<file path="src/design/lrc_pkg.sv">
// Package: register map, field positions, reset values and carrier types of the receive config bank
package lrc_pkg;
  localparam int NUM_CH = 16;
  localparam int ADDR_W = 13;
  // Register indices and block numbers; byte address is four times the index
  localparam logic [5:0] IDX_LINE_CFG = 6'h0a;
  localparam logic [5:0] IDX_FMT_CFG = 6'h0b;
  localparam logic [5:0] IDX_GAIN_CFG = 6'h0c;
  localparam logic [5:0] IDX_LOS_CFG = 6'h0d;
  localparam logic [4:0] CH0_BLOCK = 5'h1f;
  localparam logic [4:0] LAST_BLOCK = 5'h0e;
  localparam logic [4:0] GLOBAL_BLOCK = 5'h0f;
  localparam logic [5:0] IDX_GLOBAL_CFG = 6'h00;
  localparam logic [5:0] IDX_INT_STATUS = 6'h01;
  localparam logic [5:0] IDX_INT_CLEAR = 6'h02;
  localparam logic [5:0] IDX_INT_ENABLE = 6'h03;
  localparam logic [5:0] IDX_LOS_LIVE = 6'h04;
  // Reset values
  localparam logic [7:0] RST_LINE_CFG = 8'h47;
  localparam logic [7:0] RST_FMT_CFG = 8'h01;
  localparam logic [7:0] RST_GAIN_CFG = 8'h00;
  localparam logic [7:0] RST_LOS_CFG = 8'h15;
  localparam logic [7:0] RST_GLOBAL_CFG = 8'h00;
  // Writable bit masks, reserved bits stay zero
  localparam logic [7:0] MASK_LINE_CFG = 8'hff;
  localparam logic [7:0] MASK_FMT_CFG = 8'h1f;
  localparam logic [7:0] MASK_GAIN_CFG = 8'h03;
  localparam logic [7:0] MASK_LOS_CFG = 8'hff;
  localparam logic [7:0] MASK_GLOBAL_CFG = 8'h07;
  // Field positions
  localparam int POS_POWERDOWN_HIZ = 6;
  localparam int POS_POWERDOWN = 5;
  localparam int POS_FULL_INTERNAL = 4;
  localparam int POS_SINGLE_ENDED = 3;
  localparam int POS_TERM = 0;
  localparam int POS_CLK_EDGE = 4;
  localparam int POS_DATA_POL = 3;
  localparam int POS_AMI = 2;
  localparam int POS_SYS_FMT = 0;
  localparam int POS_GAIN = 0;
  localparam int POS_CRITERIA = 7;
  localparam int POS_THRESHOLD = 4;
  localparam int POS_G_E1 = 0;
  localparam int POS_G_PERCH_MATCH = 1;
  localparam int POS_G_MONITOR = 2;
  // Pulse-interval counts for loss declaration, per criteria set
  localparam logic [11:0] LOS_N_STD = 12'd175;
  localparam logic [11:0] LOS_N_ALT = 12'd1544;
  typedef enum logic [1:0] {
    LRC_FMT_NRZ = 2'b01,
    LRC_FMT_RZ = 2'b10,
    LRC_FMT_SLICED = 2'b11
  } lrc_sys_fmt_e;
  // Analog receive controls handed to the line front end
  typedef struct packed {
    logic powered_down;
    logic single_ended;
    logic internal_match;
    logic full_internal;
    logic [1:0] ohms_sel;
    logic [1:0] monitor_gain_sel;
  } lrc_analog_s;
  // System-side receive outputs of one channel
  typedef struct packed {
    logic clk;
    logic pos;
    logic neg;
  } lrc_rx_out_s;
endpackage

</file>
<file path="src/design/lrc_regs.sv">
// Per-channel receive configuration register bank with APB slave, receive formatting and loss detection
//
// Notes on behaviour
// RULE_01 - Power-down bit 5 of line config powers receiver down; clear by default.
// RULE_02 - Bit 4 picks partial or full internal matching, differential per-channel only.
// RULE_03 - Bit 3 zero, the default, selects differential reception on tip and ring.
// RULE_04 - Differential termination codes 000-011 pick 100/110/120/75 ohm; 1xx external.
// RULE_05 - Termination field matters only per-channel; single-ended always external.
// RULE_06 - Format bit 4 chooses rising or falling active edge of output clock.
// RULE_07 - Format bit 3 makes both data rails active high or active low.
// RULE_08 - Format bit 2 chooses B8ZS/HDB3 decoding or plain AMI.
// RULE_09 - System format 01 gives dual-rail NRZ with recovered clock.
// RULE_10 - System format 10 gives dual-rail RZ data with recovered clock.
// RULE_11 - System format 11 gives slicer RZ data directly, no decoding.
// RULE_12 - Every channel register repeats per channel at 0x40 stride, channel zero separate; the global registers sit once in block 0x0f.
// RULE_13 - Monitor gain field selects 0, 20, 26 or 32 dB.
// RULE_14 - Loss config bit 7 picks standard or alternative loss criteria set.
// RULE_15 - Line loss declared after N consecutive intervals below amplitude threshold.
// RULE_16 - Threshold code maps differently in normal and monitor receive modes.
// RULE_17 - Powered-down receiver drives its system outputs low or releases them.
// RULE_18 - Reserved bits read zero and writes to them do nothing.
module lrc_regs
  import lrc_pkg::*;
(
  input wire logic pclk,
  input wire logic presetn,
  input wire logic psel,
  input wire logic penable,
  input wire logic pwrite,
  input wire logic [lrc_pkg::ADDR_W-1:0] paddr,
  input wire logic [31:0] pwdata,
  input wire logic [3:0] pstrb,
  output logic [31:0] prdata,
  output logic pready,
  output logic pslverr,
  input wire logic [lrc_pkg::NUM_CH-1:0] rx_line_clk,
  input wire logic [lrc_pkg::NUM_CH-1:0] rx_line_tip,
  input wire logic [lrc_pkg::NUM_CH-1:0] rx_line_ring,
  input wire logic [lrc_pkg::NUM_CH-1:0][11:0] rx_amplitude_mv,
  output lrc_pkg::lrc_rx_out_s [lrc_pkg::NUM_CH-1:0] rx_out,
  output logic [lrc_pkg::NUM_CH-1:0] rx_out_oe,
  output lrc_pkg::lrc_analog_s [lrc_pkg::NUM_CH-1:0] rx_analog,
  output logic [lrc_pkg::NUM_CH-1:0] line_loss_of_signal,
  output logic irq
);
  import lrc_pkg::*;

  // Address decode: block number in index bits 10:6, register in bits 5:0
  function automatic logic [4:0] chan_of(input logic [4:0] blk);
    chan_of = (blk == CH0_BLOCK) ? 5'h00 : blk + 5'h01;
  endfunction

  function automatic logic [11:0] threshold_mv(input logic [2:0] code, input logic monitor);
    logic [11:0] t;
    t = 12'd0;
    if (monitor) begin
      case (code[1:0])
        2'b00: t = 12'd1000;
        2'b01: t = 12'd1400;
        2'b10: t = 12'd1800;
        default: t = 12'd2200;
      endcase
    end else begin
      case (code)
        3'b000: t = 12'd500;
        3'b001: t = 12'd700;
        3'b010: t = 12'd900;
        3'b011: t = 12'd1200;
        3'b100: t = 12'd1400;
        3'b101: t = 12'd1600;
        3'b110: t = 12'd1800;
        default: t = 12'd2000;
      endcase
    end
    threshold_mv = t;
  endfunction

  logic [7:0] line_cfg_reg [NUM_CH];
  logic [7:0] fmt_cfg_reg [NUM_CH];
  logic [7:0] gain_cfg_reg [NUM_CH];
  logic [7:0] los_cfg_reg [NUM_CH];
  logic [7:0] global_cfg_reg;
  logic [NUM_CH-1:0] int_status_reg;
  logic [NUM_CH-1:0] int_enable_reg;
  logic [31:0] prdata_reg;
  logic pslverr_reg;

  wire logic [10:0] idx = paddr[12:2];
  wire logic [4:0] blk = idx[10:6];
  wire logic [5:0] reg_sel = idx[5:0];
  wire logic aligned = (paddr[1:0] == 2'b00);
  wire logic chan_blk = (blk <= LAST_BLOCK) || (blk == CH0_BLOCK); // RULE_12
  wire logic [4:0] chan_full = chan_of(blk); // RULE_12
  wire logic [3:0] chan = chan_full[3:0]; // RULE_12
  wire logic hit_line = chan_blk && (reg_sel == IDX_LINE_CFG);
  wire logic hit_fmt = chan_blk && (reg_sel == IDX_FMT_CFG);
  wire logic hit_gain = chan_blk && (reg_sel == IDX_GAIN_CFG);
  wire logic hit_los = chan_blk && (reg_sel == IDX_LOS_CFG);
  wire logic glob_blk = (blk == GLOBAL_BLOCK);
  wire logic hit_gcfg = glob_blk && (reg_sel == IDX_GLOBAL_CFG);
  wire logic hit_stat = glob_blk && (reg_sel == IDX_INT_STATUS);
  wire logic hit_clr = glob_blk && (reg_sel == IDX_INT_CLEAR);
  wire logic hit_en = glob_blk && (reg_sel == IDX_INT_ENABLE);
  wire logic hit_live = glob_blk && (reg_sel == IDX_LOS_LIVE);
  wire logic mapped = aligned && (hit_line || hit_fmt || hit_gain || hit_los || hit_gcfg || hit_stat || hit_clr ||
                                  hit_en || hit_live);
  wire logic setup = psel && !penable;
  wire logic access = psel && penable;
  wire logic wr_ok = access && pwrite && mapped && pstrb[0];
  wire logic [15:0] wr16 = {pstrb[1] ? pwdata[15:8] : 8'h00, pwdata[7:0]};
  wire logic clr_hit = wr_ok && hit_clr;

  // Read data is captured in the setup cycle; every access completes in one access cycle
  wire logic [7:0] chan_rd = hit_line ? line_cfg_reg[chan] :
                             hit_fmt ? fmt_cfg_reg[chan] :
                             hit_gain ? gain_cfg_reg[chan] :
                             hit_los ? los_cfg_reg[chan] : 8'h00;
  wire logic [31:0] rd_word = chan_blk ? {24'h000000, chan_rd} :
                              hit_gcfg ? {24'h000000, global_cfg_reg} :
                              hit_stat ? {16'h0000, int_status_reg} :
                              hit_en ? {16'h0000, int_enable_reg} :
                              hit_live ? {16'h0000, line_loss_of_signal} : 32'h00000000;

  always_ff @(posedge pclk or negedge presetn) begin
    if (!presetn) begin
      prdata_reg <= 32'h00000000;
      pslverr_reg <= 1'b0;
    end else if (setup) begin
      prdata_reg <= (!pwrite && mapped) ? rd_word : 32'h00000000;
      pslverr_reg <= !mapped;
    end
  end

  assign prdata = prdata_reg;
  assign pready = 1'b1;
  assign pslverr = access && pslverr_reg;

  always_ff @(posedge pclk or negedge presetn) begin
    if (!presetn) begin
      global_cfg_reg <= RST_GLOBAL_CFG;
      int_enable_reg <= 16'h0000;
    end else if (wr_ok && hit_gcfg) begin
      global_cfg_reg <= pwdata[7:0] & MASK_GLOBAL_CFG; // RULE_18
    end else if (wr_ok && hit_en) begin
      int_enable_reg <= wr16;
    end
  end

  wire logic e1_mode = global_cfg_reg[POS_G_E1];
  wire logic perch_match = global_cfg_reg[POS_G_PERCH_MATCH];
  wire logic monitor_mode = global_cfg_reg[POS_G_MONITOR];
  logic [NUM_CH-1:0] loss_rise;

  genvar g;
  generate
    for (g = 0; g < NUM_CH; g++) begin : gen_ch
      logic [1:0] clk_sync_reg;
      logic [1:0] tip_sync_reg;
      logic [1:0] ring_sync_reg;
      logic [11:0] amp_sync0_reg;
      logic [11:0] amp_sync1_reg;
      logic clk_prev_reg;
      logic [7:0] mark_reg;
      logic [7:0] pol_reg;
      logic [7:0] viol_reg;
      logic last_pol_reg;
      logic [11:0] below_cnt_reg;
      logic loss_reg;
      logic pos_reg;
      logic neg_reg;
      logic slice_pos_reg;
      logic slice_neg_reg;
      wire logic wsel = wr_ok && (chan == 4'(g));
      wire logic [7:0] lcfg = line_cfg_reg[g];
      wire logic [7:0] fcfg = fmt_cfg_reg[g];
      wire logic [7:0] lscfg = los_cfg_reg[g];

      always_ff @(posedge pclk or negedge presetn) begin
        if (!presetn) begin
          line_cfg_reg[g] <= RST_LINE_CFG;
          fmt_cfg_reg[g] <= RST_FMT_CFG;
          gain_cfg_reg[g] <= RST_GAIN_CFG;
          los_cfg_reg[g] <= RST_LOS_CFG;
        end else if (wsel) begin
          if (hit_line) line_cfg_reg[g] <= pwdata[7:0] & MASK_LINE_CFG;
          if (hit_fmt) fmt_cfg_reg[g] <= pwdata[7:0] & MASK_FMT_CFG; // RULE_18
          if (hit_gain) gain_cfg_reg[g] <= pwdata[7:0] & MASK_GAIN_CFG; // RULE_18
          if (hit_los) los_cfg_reg[g] <= pwdata[7:0] & MASK_LOS_CFG;
        end
      end

      // Line-side inputs come from outside this clock and pass two flops first
      always_ff @(posedge pclk or negedge presetn) begin
        if (!presetn) begin
          clk_sync_reg <= 2'b00;
          tip_sync_reg <= 2'b00;
          ring_sync_reg <= 2'b00;
          amp_sync0_reg <= 12'h000;
          amp_sync1_reg <= 12'h000;
          clk_prev_reg <= 1'b0;
        end else begin
          clk_sync_reg <= {clk_sync_reg[0], rx_line_clk[g]};
          tip_sync_reg <= {tip_sync_reg[0], rx_line_tip[g]};
          ring_sync_reg <= {ring_sync_reg[0], rx_line_ring[g]};
          amp_sync0_reg <= rx_amplitude_mv[g];
          amp_sync1_reg <= amp_sync0_reg;
          clk_prev_reg <= clk_sync_reg[1];
        end
      end

      wire logic powered_down = lcfg[POS_POWERDOWN]; // RULE_01
      wire logic single_ended = lcfg[POS_SINGLE_ENDED]; // RULE_03
      // Single-ended reception uses only the tip input
      wire logic in_pos = tip_sync_reg[1] && (single_ended || !ring_sync_reg[1]); // RULE_03
      wire logic in_neg = ring_sync_reg[1] && !single_ended && !tip_sync_reg[1]; // RULE_03
      wire logic line_edge = clk_sync_reg[1] && !clk_prev_reg && !powered_down; // RULE_01
      wire logic new_mark = in_pos || in_neg;
      wire logic is_viol = new_mark && (in_pos == last_pol_reg) && (pol_reg != 8'h00 || mark_reg != 8'h00);
      wire logic ami = fcfg[POS_AMI]; // RULE_08
      // HDB3 violation removes itself and the three bits before it
      wire logic hdb3_sub = !ami && e1_mode && is_viol; // RULE_08
      // B8ZS 000VB0VB completes when the last B arrives
      wire logic b8zs_sub = !ami && !e1_mode && new_mark && viol_reg[0] && viol_reg[3] && mark_reg[0] &&
                            mark_reg[2] && mark_reg[3]; // RULE_08
      wire logic [11:0] need_n = lscfg[POS_CRITERIA] ? LOS_N_ALT : LOS_N_STD; // RULE_14
      wire logic [11:0] thr = threshold_mv(lscfg[POS_THRESHOLD +: 3], monitor_mode); // RULE_16
      wire logic below = amp_sync1_reg < thr; // RULE_15

      always_ff @(posedge pclk or negedge presetn) begin
        if (!presetn) begin
          mark_reg <= 8'h00;
          pol_reg <= 8'h00;
          viol_reg <= 8'h00;
          last_pol_reg <= 1'b0;
          below_cnt_reg <= 12'h000;
          loss_reg <= 1'b0;
          pos_reg <= 1'b0;
          neg_reg <= 1'b0;
          slice_pos_reg <= 1'b0;
          slice_neg_reg <= 1'b0;
        end else if (line_edge) begin
          mark_reg <= hdb3_sub ? {mark_reg[6:3], 4'h0} :
                      b8zs_sub ? {mark_reg[6:3], 4'h0} : {mark_reg[6:0], new_mark}; // RULE_08
          pol_reg <= {pol_reg[6:0], in_pos};
          viol_reg <= {viol_reg[6:0], is_viol && !hdb3_sub};
          if (new_mark) last_pol_reg <= in_pos;
          pos_reg <= mark_reg[7] && pol_reg[7];
          neg_reg <= mark_reg[7] && !pol_reg[7];
          slice_pos_reg <= in_pos; // RULE_11
          slice_neg_reg <= in_neg; // RULE_11
          if (!below) begin
            below_cnt_reg <= 12'h000;
            loss_reg <= 1'b0;
          end else if (below_cnt_reg >= need_n - 12'd1) begin
            loss_reg <= 1'b1; // RULE_15
          end else begin
            below_cnt_reg <= below_cnt_reg + 12'd1; // RULE_15
          end
        end
      end

      logic loss_prev_reg;
      always_ff @(posedge pclk or negedge presetn) begin
        if (!presetn) begin
          loss_prev_reg <= 1'b0;
        end else begin
          loss_prev_reg <= loss_reg;
        end
      end
      assign loss_rise[g] = loss_reg && !loss_prev_reg;
      assign line_loss_of_signal[g] = loss_reg;

      // System-side output formatting
      wire logic [1:0] sys_fmt = fcfg[POS_SYS_FMT +: 2];
      wire logic clk_lvl = clk_sync_reg[1];
      wire logic fmt_pos = (sys_fmt == LRC_FMT_SLICED) ? slice_pos_reg && clk_lvl : // RULE_11
                           (sys_fmt == LRC_FMT_RZ) ? pos_reg && clk_lvl : pos_reg; // RULE_09 RULE_10
      wire logic fmt_neg = (sys_fmt == LRC_FMT_SLICED) ? slice_neg_reg && clk_lvl : // RULE_11
                           (sys_fmt == LRC_FMT_RZ) ? neg_reg && clk_lvl : neg_reg; // RULE_09 RULE_10
      wire logic inv = fcfg[POS_DATA_POL]; // RULE_07
      wire logic edge_inv = fcfg[POS_CLK_EDGE]; // RULE_06
      logic [2:0] out_reg;
      always_ff @(posedge pclk or negedge presetn) begin
        if (!presetn) begin
          out_reg <= 3'b000;
        end else if (powered_down) begin
          out_reg <= 3'b000; // RULE_17
        end else begin
          out_reg <= {clk_lvl ^ edge_inv, fmt_pos ^ inv, fmt_neg ^ inv}; // RULE_06 RULE_07
        end
      end
      assign rx_out[g] = out_reg;
      assign rx_out_oe[g] = !(powered_down && lcfg[POS_POWERDOWN_HIZ]); // RULE_17

      // Termination only acts per channel and in differential mode
      wire logic term_ok = perch_match && !single_ended; // RULE_05
      assign rx_analog[g].powered_down = powered_down; // RULE_01
      assign rx_analog[g].single_ended = single_ended; // RULE_03
      assign rx_analog[g].internal_match = term_ok && !lcfg[POS_TERM + 2]; // RULE_04 RULE_05
      assign rx_analog[g].full_internal = term_ok && lcfg[POS_FULL_INTERNAL]; // RULE_02
      assign rx_analog[g].ohms_sel = term_ok ? lcfg[POS_TERM +: 2] : 2'b00; // RULE_04
      assign rx_analog[g].monitor_gain_sel = gain_cfg_reg[g][POS_GAIN +: 2]; // RULE_13
    end
  endgenerate

  // Sticky loss events: set wins over a simultaneous clear
  always_ff @(posedge pclk or negedge presetn) begin
    if (!presetn) begin
      int_status_reg <= 16'h0000;
    end else begin
      int_status_reg <= (int_status_reg & ~(clr_hit ? wr16 : 16'h0000)) | loss_rise;
    end
  end

  assign irq = |(int_status_reg & int_enable_reg);
endmodule

</file>
<file path="config.mk">
export PLATFORM = sky130hd
export DESIGN_NAME = lrc_regs
export DESIGN_NICKNAME = d
export VERILOG_FILES = /design/src/design/lrc_pkg.sv /design/src/design/lrc_regs.sv
export SDC_FILE = /design/constraint.sdc
export NUM_CORES = 2
export LEC_CHECK = 0
export BUFFER_PORTS_ARGS = -buffer_cell sky130_fd_sc_hd__buf_2
export CORE_ASPECT_RATIO = 1.4
export CORE_MARGIN = 2
export CORE_UTILIZATION = 30
export CTS_CLUSTER_DIAMETER = 40
export DETAILED_ROUTE_END_ITERATION = 7
export GPL_TIMING_DRIVEN = 0
export PLACE_DENSITY = 0.46
export SETUP_SLACK_MARGIN = 0.3
export SYNTH_ARGS = -nofsm -noshare
export SYNTH_HDL_FRONTEND = slang
export SYNTH_SLANG_ARGS = --single-unit
</file>
<file path="constraint.sdc">
create_clock -name pclk -period 8.4 [get_ports pclk]
set_clock_uncertainty 0.15 [all_clocks]
set_input_delay 0 -clock pclk [delete_from_list [all_inputs] [get_ports pclk]]
set_output_delay 0 -clock pclk [all_outputs]
set_load 0.1 [all_outputs]
</file>
# After elaboration in Yosys (flattened, before gate mapping)
# Cells that the tools add are included.
# W data, S select, Z words.
dict set report word_totals {
  ff_bits 1604
  inputBits 294
  out_inout_bits 243
}
dict set report classes {
  add_sub_neg 33
  n_eq_ne 233
  bitwise 54
  n_reduce_logical 902
  n_lt_le_gt_ge 34
  mux 281
}
# op count
set ops {}
lappend ops {{$pmux W11 S7} 16}
lappend ops {{$mux W12} 48}
lappend ops {{$pmux W12 S3} 16}
lappend ops {{$logic_and A1 B1 Y1} 484}
lappend ops {{$reduce_bool A8 Y1} 32}
lappend ops {{$reduce_and A2 Y1} 113}
lappend ops {{$add A12 B1 Y12 const B} 16}
lappend ops {{$ge A12 B12 Y1} 16}
lappend ops {{$lt A12 B12 Y1} 16}
lappend ops {{$sub A11 B1 Y12 const B} 16}
lappend ops {{$logic_not A1 Y1} 180}
lappend ops {{$mux W11} 16}
lappend ops {{$eq A3 B3 Y1 const B} 48}
lappend ops {{$mux W4} 33}
lappend ops {{$bmux W8 S4} 4}
lappend ops {{$mux W16} 7}
lappend ops {{$mux W8} 13}
lappend ops {{$eq A2 B2 Y1 const B} 48}
lappend ops {{$eq A3 B2 Y1 const B} 32}
lappend ops {{$mux W1} 96}
lappend ops {{$logic_or A1 B1 Y1} 57}
lappend ops {{$eq A3 B1 Y1 const B} 16}
lappend ops {{$logic_not A3 Y1} 16}
lappend ops {{$mux W3} 16}
lappend ops {{28 further kinds} 182}

# Logic depth before layout (Yosys ltp)
dict set report logic_depth {
  ltp_word 19
  depth_mapped 17
  depth_no_buf 13
}

# Worst setup path before layout
# No wires, ideal clock.
dict set report synth_path {
  path_type {reg2reg}
  start {register global_cfg_reg[2]}
  end {register gen_ch[8].below_cnt_reg[2]}
  stages_incl_launch_ff 16
  setup_slack_ns 4.501
  setup_time_ns 0.083
  t_required_ns 8.167
  n_path_buf 6
  arrival_time_ns 3.667
  path_cell_list {dfrtp_1 -> clkbuf_1 -> clkbuf_1 -> clkbuf_1 -> clkbuf_1 -> buf_1 -> buf_1 -> o22ai_1 -> ha_1 -> a21o_1 -> a21o_1 -> a21oi_1 -> o21ai_0 -> a221oi_2 -> nand4_1 -> mux2i_1}
}
dict set report synth_via {
  elab_chain_cells 4
  word_cells_on_any_way 5
  cone_classes {1 x order compare; 1 x eq/ne; 2 x mux; 1 x reduce/logical}
}
# item line
set synth_rtl {}
lappend synth_rtl {{from (decl)} lrc_regs.sv:82} ;# logic [7:0] global_cfg_reg;
lappend synth_rtl {{from (signal assigned)} lrc_regs.sv:143} ;# global_cfg_reg <= pwdata[7:0] & MASK_GLOBAL_CFG;
lappend synth_rtl {{$mux W12 *} lrc_regs.sv:56} ;# if (monitor) begin
lappend synth_rtl {{$lt A12 B12 Y1 *} lrc_regs.sv:227} ;# wire logic below = amp_sync1_reg < thr;
lappend synth_rtl {{$ne A2 B2 Y1 (no line)} -}
lappend synth_rtl {{$reduce_and A2 Y1 (no line)} -}
lappend synth_rtl {{to (signal assigned)} lrc_regs.sv:257} ;# below_cnt_reg <= below_cnt_reg + 12'd1;
lappend synth_rtl {{to (decl)} lrc_regs.sv:167} ;# logic [11:0] below_cnt_reg;
# Mark *: on every way between the ends. The rest lies on a longest branch, timed or not.
# A chain may end at the register's enable or synchronous reset.

# Worst setup path in the final report
dict set report layout_path {
  start {register global_cfg_reg[2]}
  end {register gen_ch[9].below_cnt_reg[7]}
}
dict set report layout_via {
  elab_chain_cells 4
  word_cells_on_any_way 5
  cone_classes {1 x order compare; 1 x eq/ne; 2 x mux; 1 x reduce/logical}
}
# item line
set layout_rtl {}
lappend layout_rtl {{$mux W12 *} lrc_regs.sv:56}
lappend layout_rtl {{$lt A12 B12 Y1 *} lrc_regs.sv:227}
lappend layout_rtl {{$ne A2 B2 Y1 (no line)} -}
lappend layout_rtl {{$reduce_and A2 Y1 (no line)} -}
lappend layout_rtl {{to (signal assigned)} lrc_regs.sv:257}
lappend layout_rtl {{to (decl)} lrc_regs.sv:167}
# Marks and branches as above.

==> impl_metrics.py <==
metrics = {
    "synthesis": {
        "netlist_area_um2": 71440,
        "ys_warn_count": 0,
        "synth_top_cell_by_area": "dfrtp_1",
        "synth-edff-count": 0,
        "yosysSeqAreaShare_pct": 53.05,
        "ys.flop_type": "dfrtp_1",
        "synth_area_leaders": "dfrtp_1 48%, nand2_1 6.3%, ha_1 6.2%",
        "netlist_instances": 6832,
        "synth.top_cell.area_share_pct": 48.34,
        "synth_seq_cells": 1508,
        "synth_cell_types": 94,
        "async_reset_ff_share_pct": 100.0,
        "avgSynthCellArea_um2": 10.46,
    },
    "placement": {
        "post-place-ws_ns": -0.6933,
        "postPlaceCellArea_um2": 78160,
        "place.gp.congestion": 0.9465,
        "io_buffer_count": 463,
        "place_hpwl_um": 207500,
        "placed_cells": 10434,
    },
    "clock_tree": {
        "cts_tree": "yes",
        "path_clk_slew_ns": 0.06,
        "cts_made_buffers": 236,
        "clock_latency_ns": 0.91,
        "post-cts-setup-buffer-count": 0,
        "cts_htree_levels": 4,
        "clk_path_buf_depth": 4,
        "cts_num_sinks": 1508,
        "cts_root_buffer": "clkbuf_16",
    },
    "setup_path": {
        "cp-startpoint": "global_cfg_reg[2]",
        "r2r_slack_ns": 0.56,
        "crit_arrival_ns": 8.51,
        "crit_type": "reg2reg",
        "worstPathRequired_ns": 9.07,
        "r2r_start": "global_cfg_reg[2]",
        "critPathMaxFanout": 10,
        "reg2reg_to": "gen_ch[9].below_cnt_reg[7]",
        "worst-r2r-cell-count": 15,
        "start_kind": "flop",
        "endpoint_kind": "flop",
    },
    "timing": {
        "max_freq_mhz": 127.5,
        "maxSlewHeadroom_pct": -7.667,
        "hold-worst-slack_ns": 0.02138,
        "finalSetupViolCount": 0,
        "worstMarginPinSlew_ns": 1.615,
        "worst_slack_ns": 0.5552,
        "rsz0062_at_grt": "no",
        "setup-tns-final_ns": 0,
        "period_share_pct": 93.39,
        "fin_crit_ns": 7.845,
        "finalMaxSlewViolations": 25,
        "hold_viol": 0,
    },
    "floorplan": {
        "die_h_um": 581.4,
        "io-pin-count": 537,
        "num_rows": 212,
        "fp.coreArea_um2": 237400,
        "start_util_pct": 30.09,
        "die_area_um2": 242100,
        "die_w_um": 416.4,
    },
    "detailed_routing": {
        "routed_via_density": 5.151,
        "vias": 58582,
        "postRouteWirelength_um": 280200,
        "drtAntennaViolNets": 0,
        "drt_first_pass_iters": 6,
        "avgRoutedWirePerCell_um": 24.64,
        "drc": 0,
        "drt_iter0_markers": 4724,
    },
    "power": {
        "powerDensity_nw_per_um2": 223.5,
        "p_leak_nw": 42.60,
        "p_total_mw": 20.42,
        "peakVddDrop_uv": 181.9,
    },
    "hold_path": {
        "whs_path_depth": 4,
        "worstHoldStart": "pstrb[1]",
        "worst_hold_path_type": "in2reg",
        "hold_end": "int_enable_reg[15]",
    },
    "grt": {
        "gr-total-overflow": 0,
        "antenna_found_initial": 36,
        "grt_max_degree": 171,
        "grt_pass1_wl_um": 405600,
        "grt_pass1_vias": 59077,
        "grt_use_total_pct": 22.74,
    },
    "cells_and_area": {
        "final_util_pct": 38.49,
        "stdcell_area_um2": 91390,
        "nets": 8700,
        "largest_register_ffs": 192,
        "synthToLayoutAreaGrowth_pct": 27.93,
        "fin_cells": 11372,
        "drive_gt1_share_pct": 19.72,
    },
    "status": {
        "violations": "capacitance limit, slew limit",
        "status": "complete, but fails checks",
    },
    "job": {
        "drv_cap": 2,
    },
}
-- layout make-up --
class,instances,area [um^2]
clock buffers,272,6272
inverters,230,863.3
diodes,19,47.55
well taps,3103,3882
repair buffers,967,7601
clock inverters,164,2034
fillers,23202,146000
flip-flops and latches,1508,37900
plain buffers,371,1702
multi-input cells,4738,31090
-- power by group --
part	leakage [nW]	switching [mW]	internal, mW
sequential	19.2	0.385	7.77
clock	4.02	4.00	6.30
combinational	19.4	1.29	0.672
-- synthesized netlist by cell type, types with 83 or more instances --
master / number
dfrtp_1: 1380
mux2_2: 392
nor3_1: 83
a21oi_1: 204
xnor2_1: 107
nor2_1: 416
inv_1: 228
ha_1: 354
nand3_1: 130
dfstp_2: 128
o21ai_0: 467
nand2_1: 1207
clkbuf_1: 252
-- cell usage in the layout (no fill, tap or decap), types with 56 or more instances in the layout --
master,synthesis,layout
o21ai_0,467,466
nand2_1,1207,1207
dlygate4sd3_1,0,482
buf_2,32,497
a21oi_1,204,204
mux2i_1,79,79
clkbuf_1,252,261
and2_1,60,60
o22ai_1,56,56
dfstp_2,128,128
dfrtp_1,1380,1380
a21o_1,62,62
xnor2_1,107,107
nand3_1,130,130
nor3_1,83,83
clkbuf_16,0,237
a22o_1,68,68
ha_1,354,354
buf_4,68,71
inv_1,228,228
nand4_1,82,82
nor2b_1,81,81
mux2_2,392,392
a211oi_1,60,60
xor2_1,58,58
nor2_1,416,416
nor4_1,82,82
-- repair_timing --
action | 4_1_cts | 5_1_grt
hold buffers | 483 | 0
gates resized for setup | 4 | 0
hold endpoints to repair | 1273 | 0
setup endpoints to repair | 68 | 0
-- per-layer routing --
layer	vias to the layer above	track usage (%)	share of wire, %
li1	26423	-	-
met1	29271	29.53	42
met2	2257	36.09	45
met3	625	4.472	7.1
met4	6	11.30	5.7
met5	-	0	0.014
-- how the worst max path moves through the flow --
stage	end	slack, ns
final	gen_ch[9].below_cnt_reg[7]	0.56
after global routing	gen_ch[9].below_cnt_reg[8]	0.36
after CTS	gen_ch[9].below_cnt_reg[7]	0.54
after detailed placement	gen_ch[8].below_cnt_reg[10]	-0.69
after global placement	gen_ch[10].ring_sync_reg[1]	-27.67
after floorplan	gen_ch[8].below_cnt_reg[2]	4.50
-- worst max-delay path, cell delays in order, from the launching register on --
cell	delay (ns)
dfrtp_1	0.33
clkbuf_2	0.51
clkbuf_1	0.71
clkbuf_1	0.70
clkbuf_2	0.66
clkdlybuf4s15_1	0.98
buf_1	0.86
o22ai_1	0.21
ha_1	0.26
a21o_1	0.15
a21oi_1	0.13
a21boi_0	0.09
o21ai_0	1.09
a21oi_1	0.35
clkbuf_1	0.35
a21oi_1	0.19
-- cell families (layout without fill, tap and decap cells) --
group | Yosys count | in the layout | share of synthesized area, %
AOI/OAI and AO/OA | 1256 | 1256 | 11.33
xor gates and xnor gates | 165 | 165 | 2.023
adders and majority gates | 354 | 354 | 6.200
buffers and inverters | 601 | 2004 | 3.571
DFF | 1508 | 1508 | 53.05
muxes | 502 | 502 | 7.901
other | 2 | 36 | 0.01051
and+or+nand+nor | 2444 | 2444 | 15.92
No activity file was read; power rests on OpenSTA's default activity.
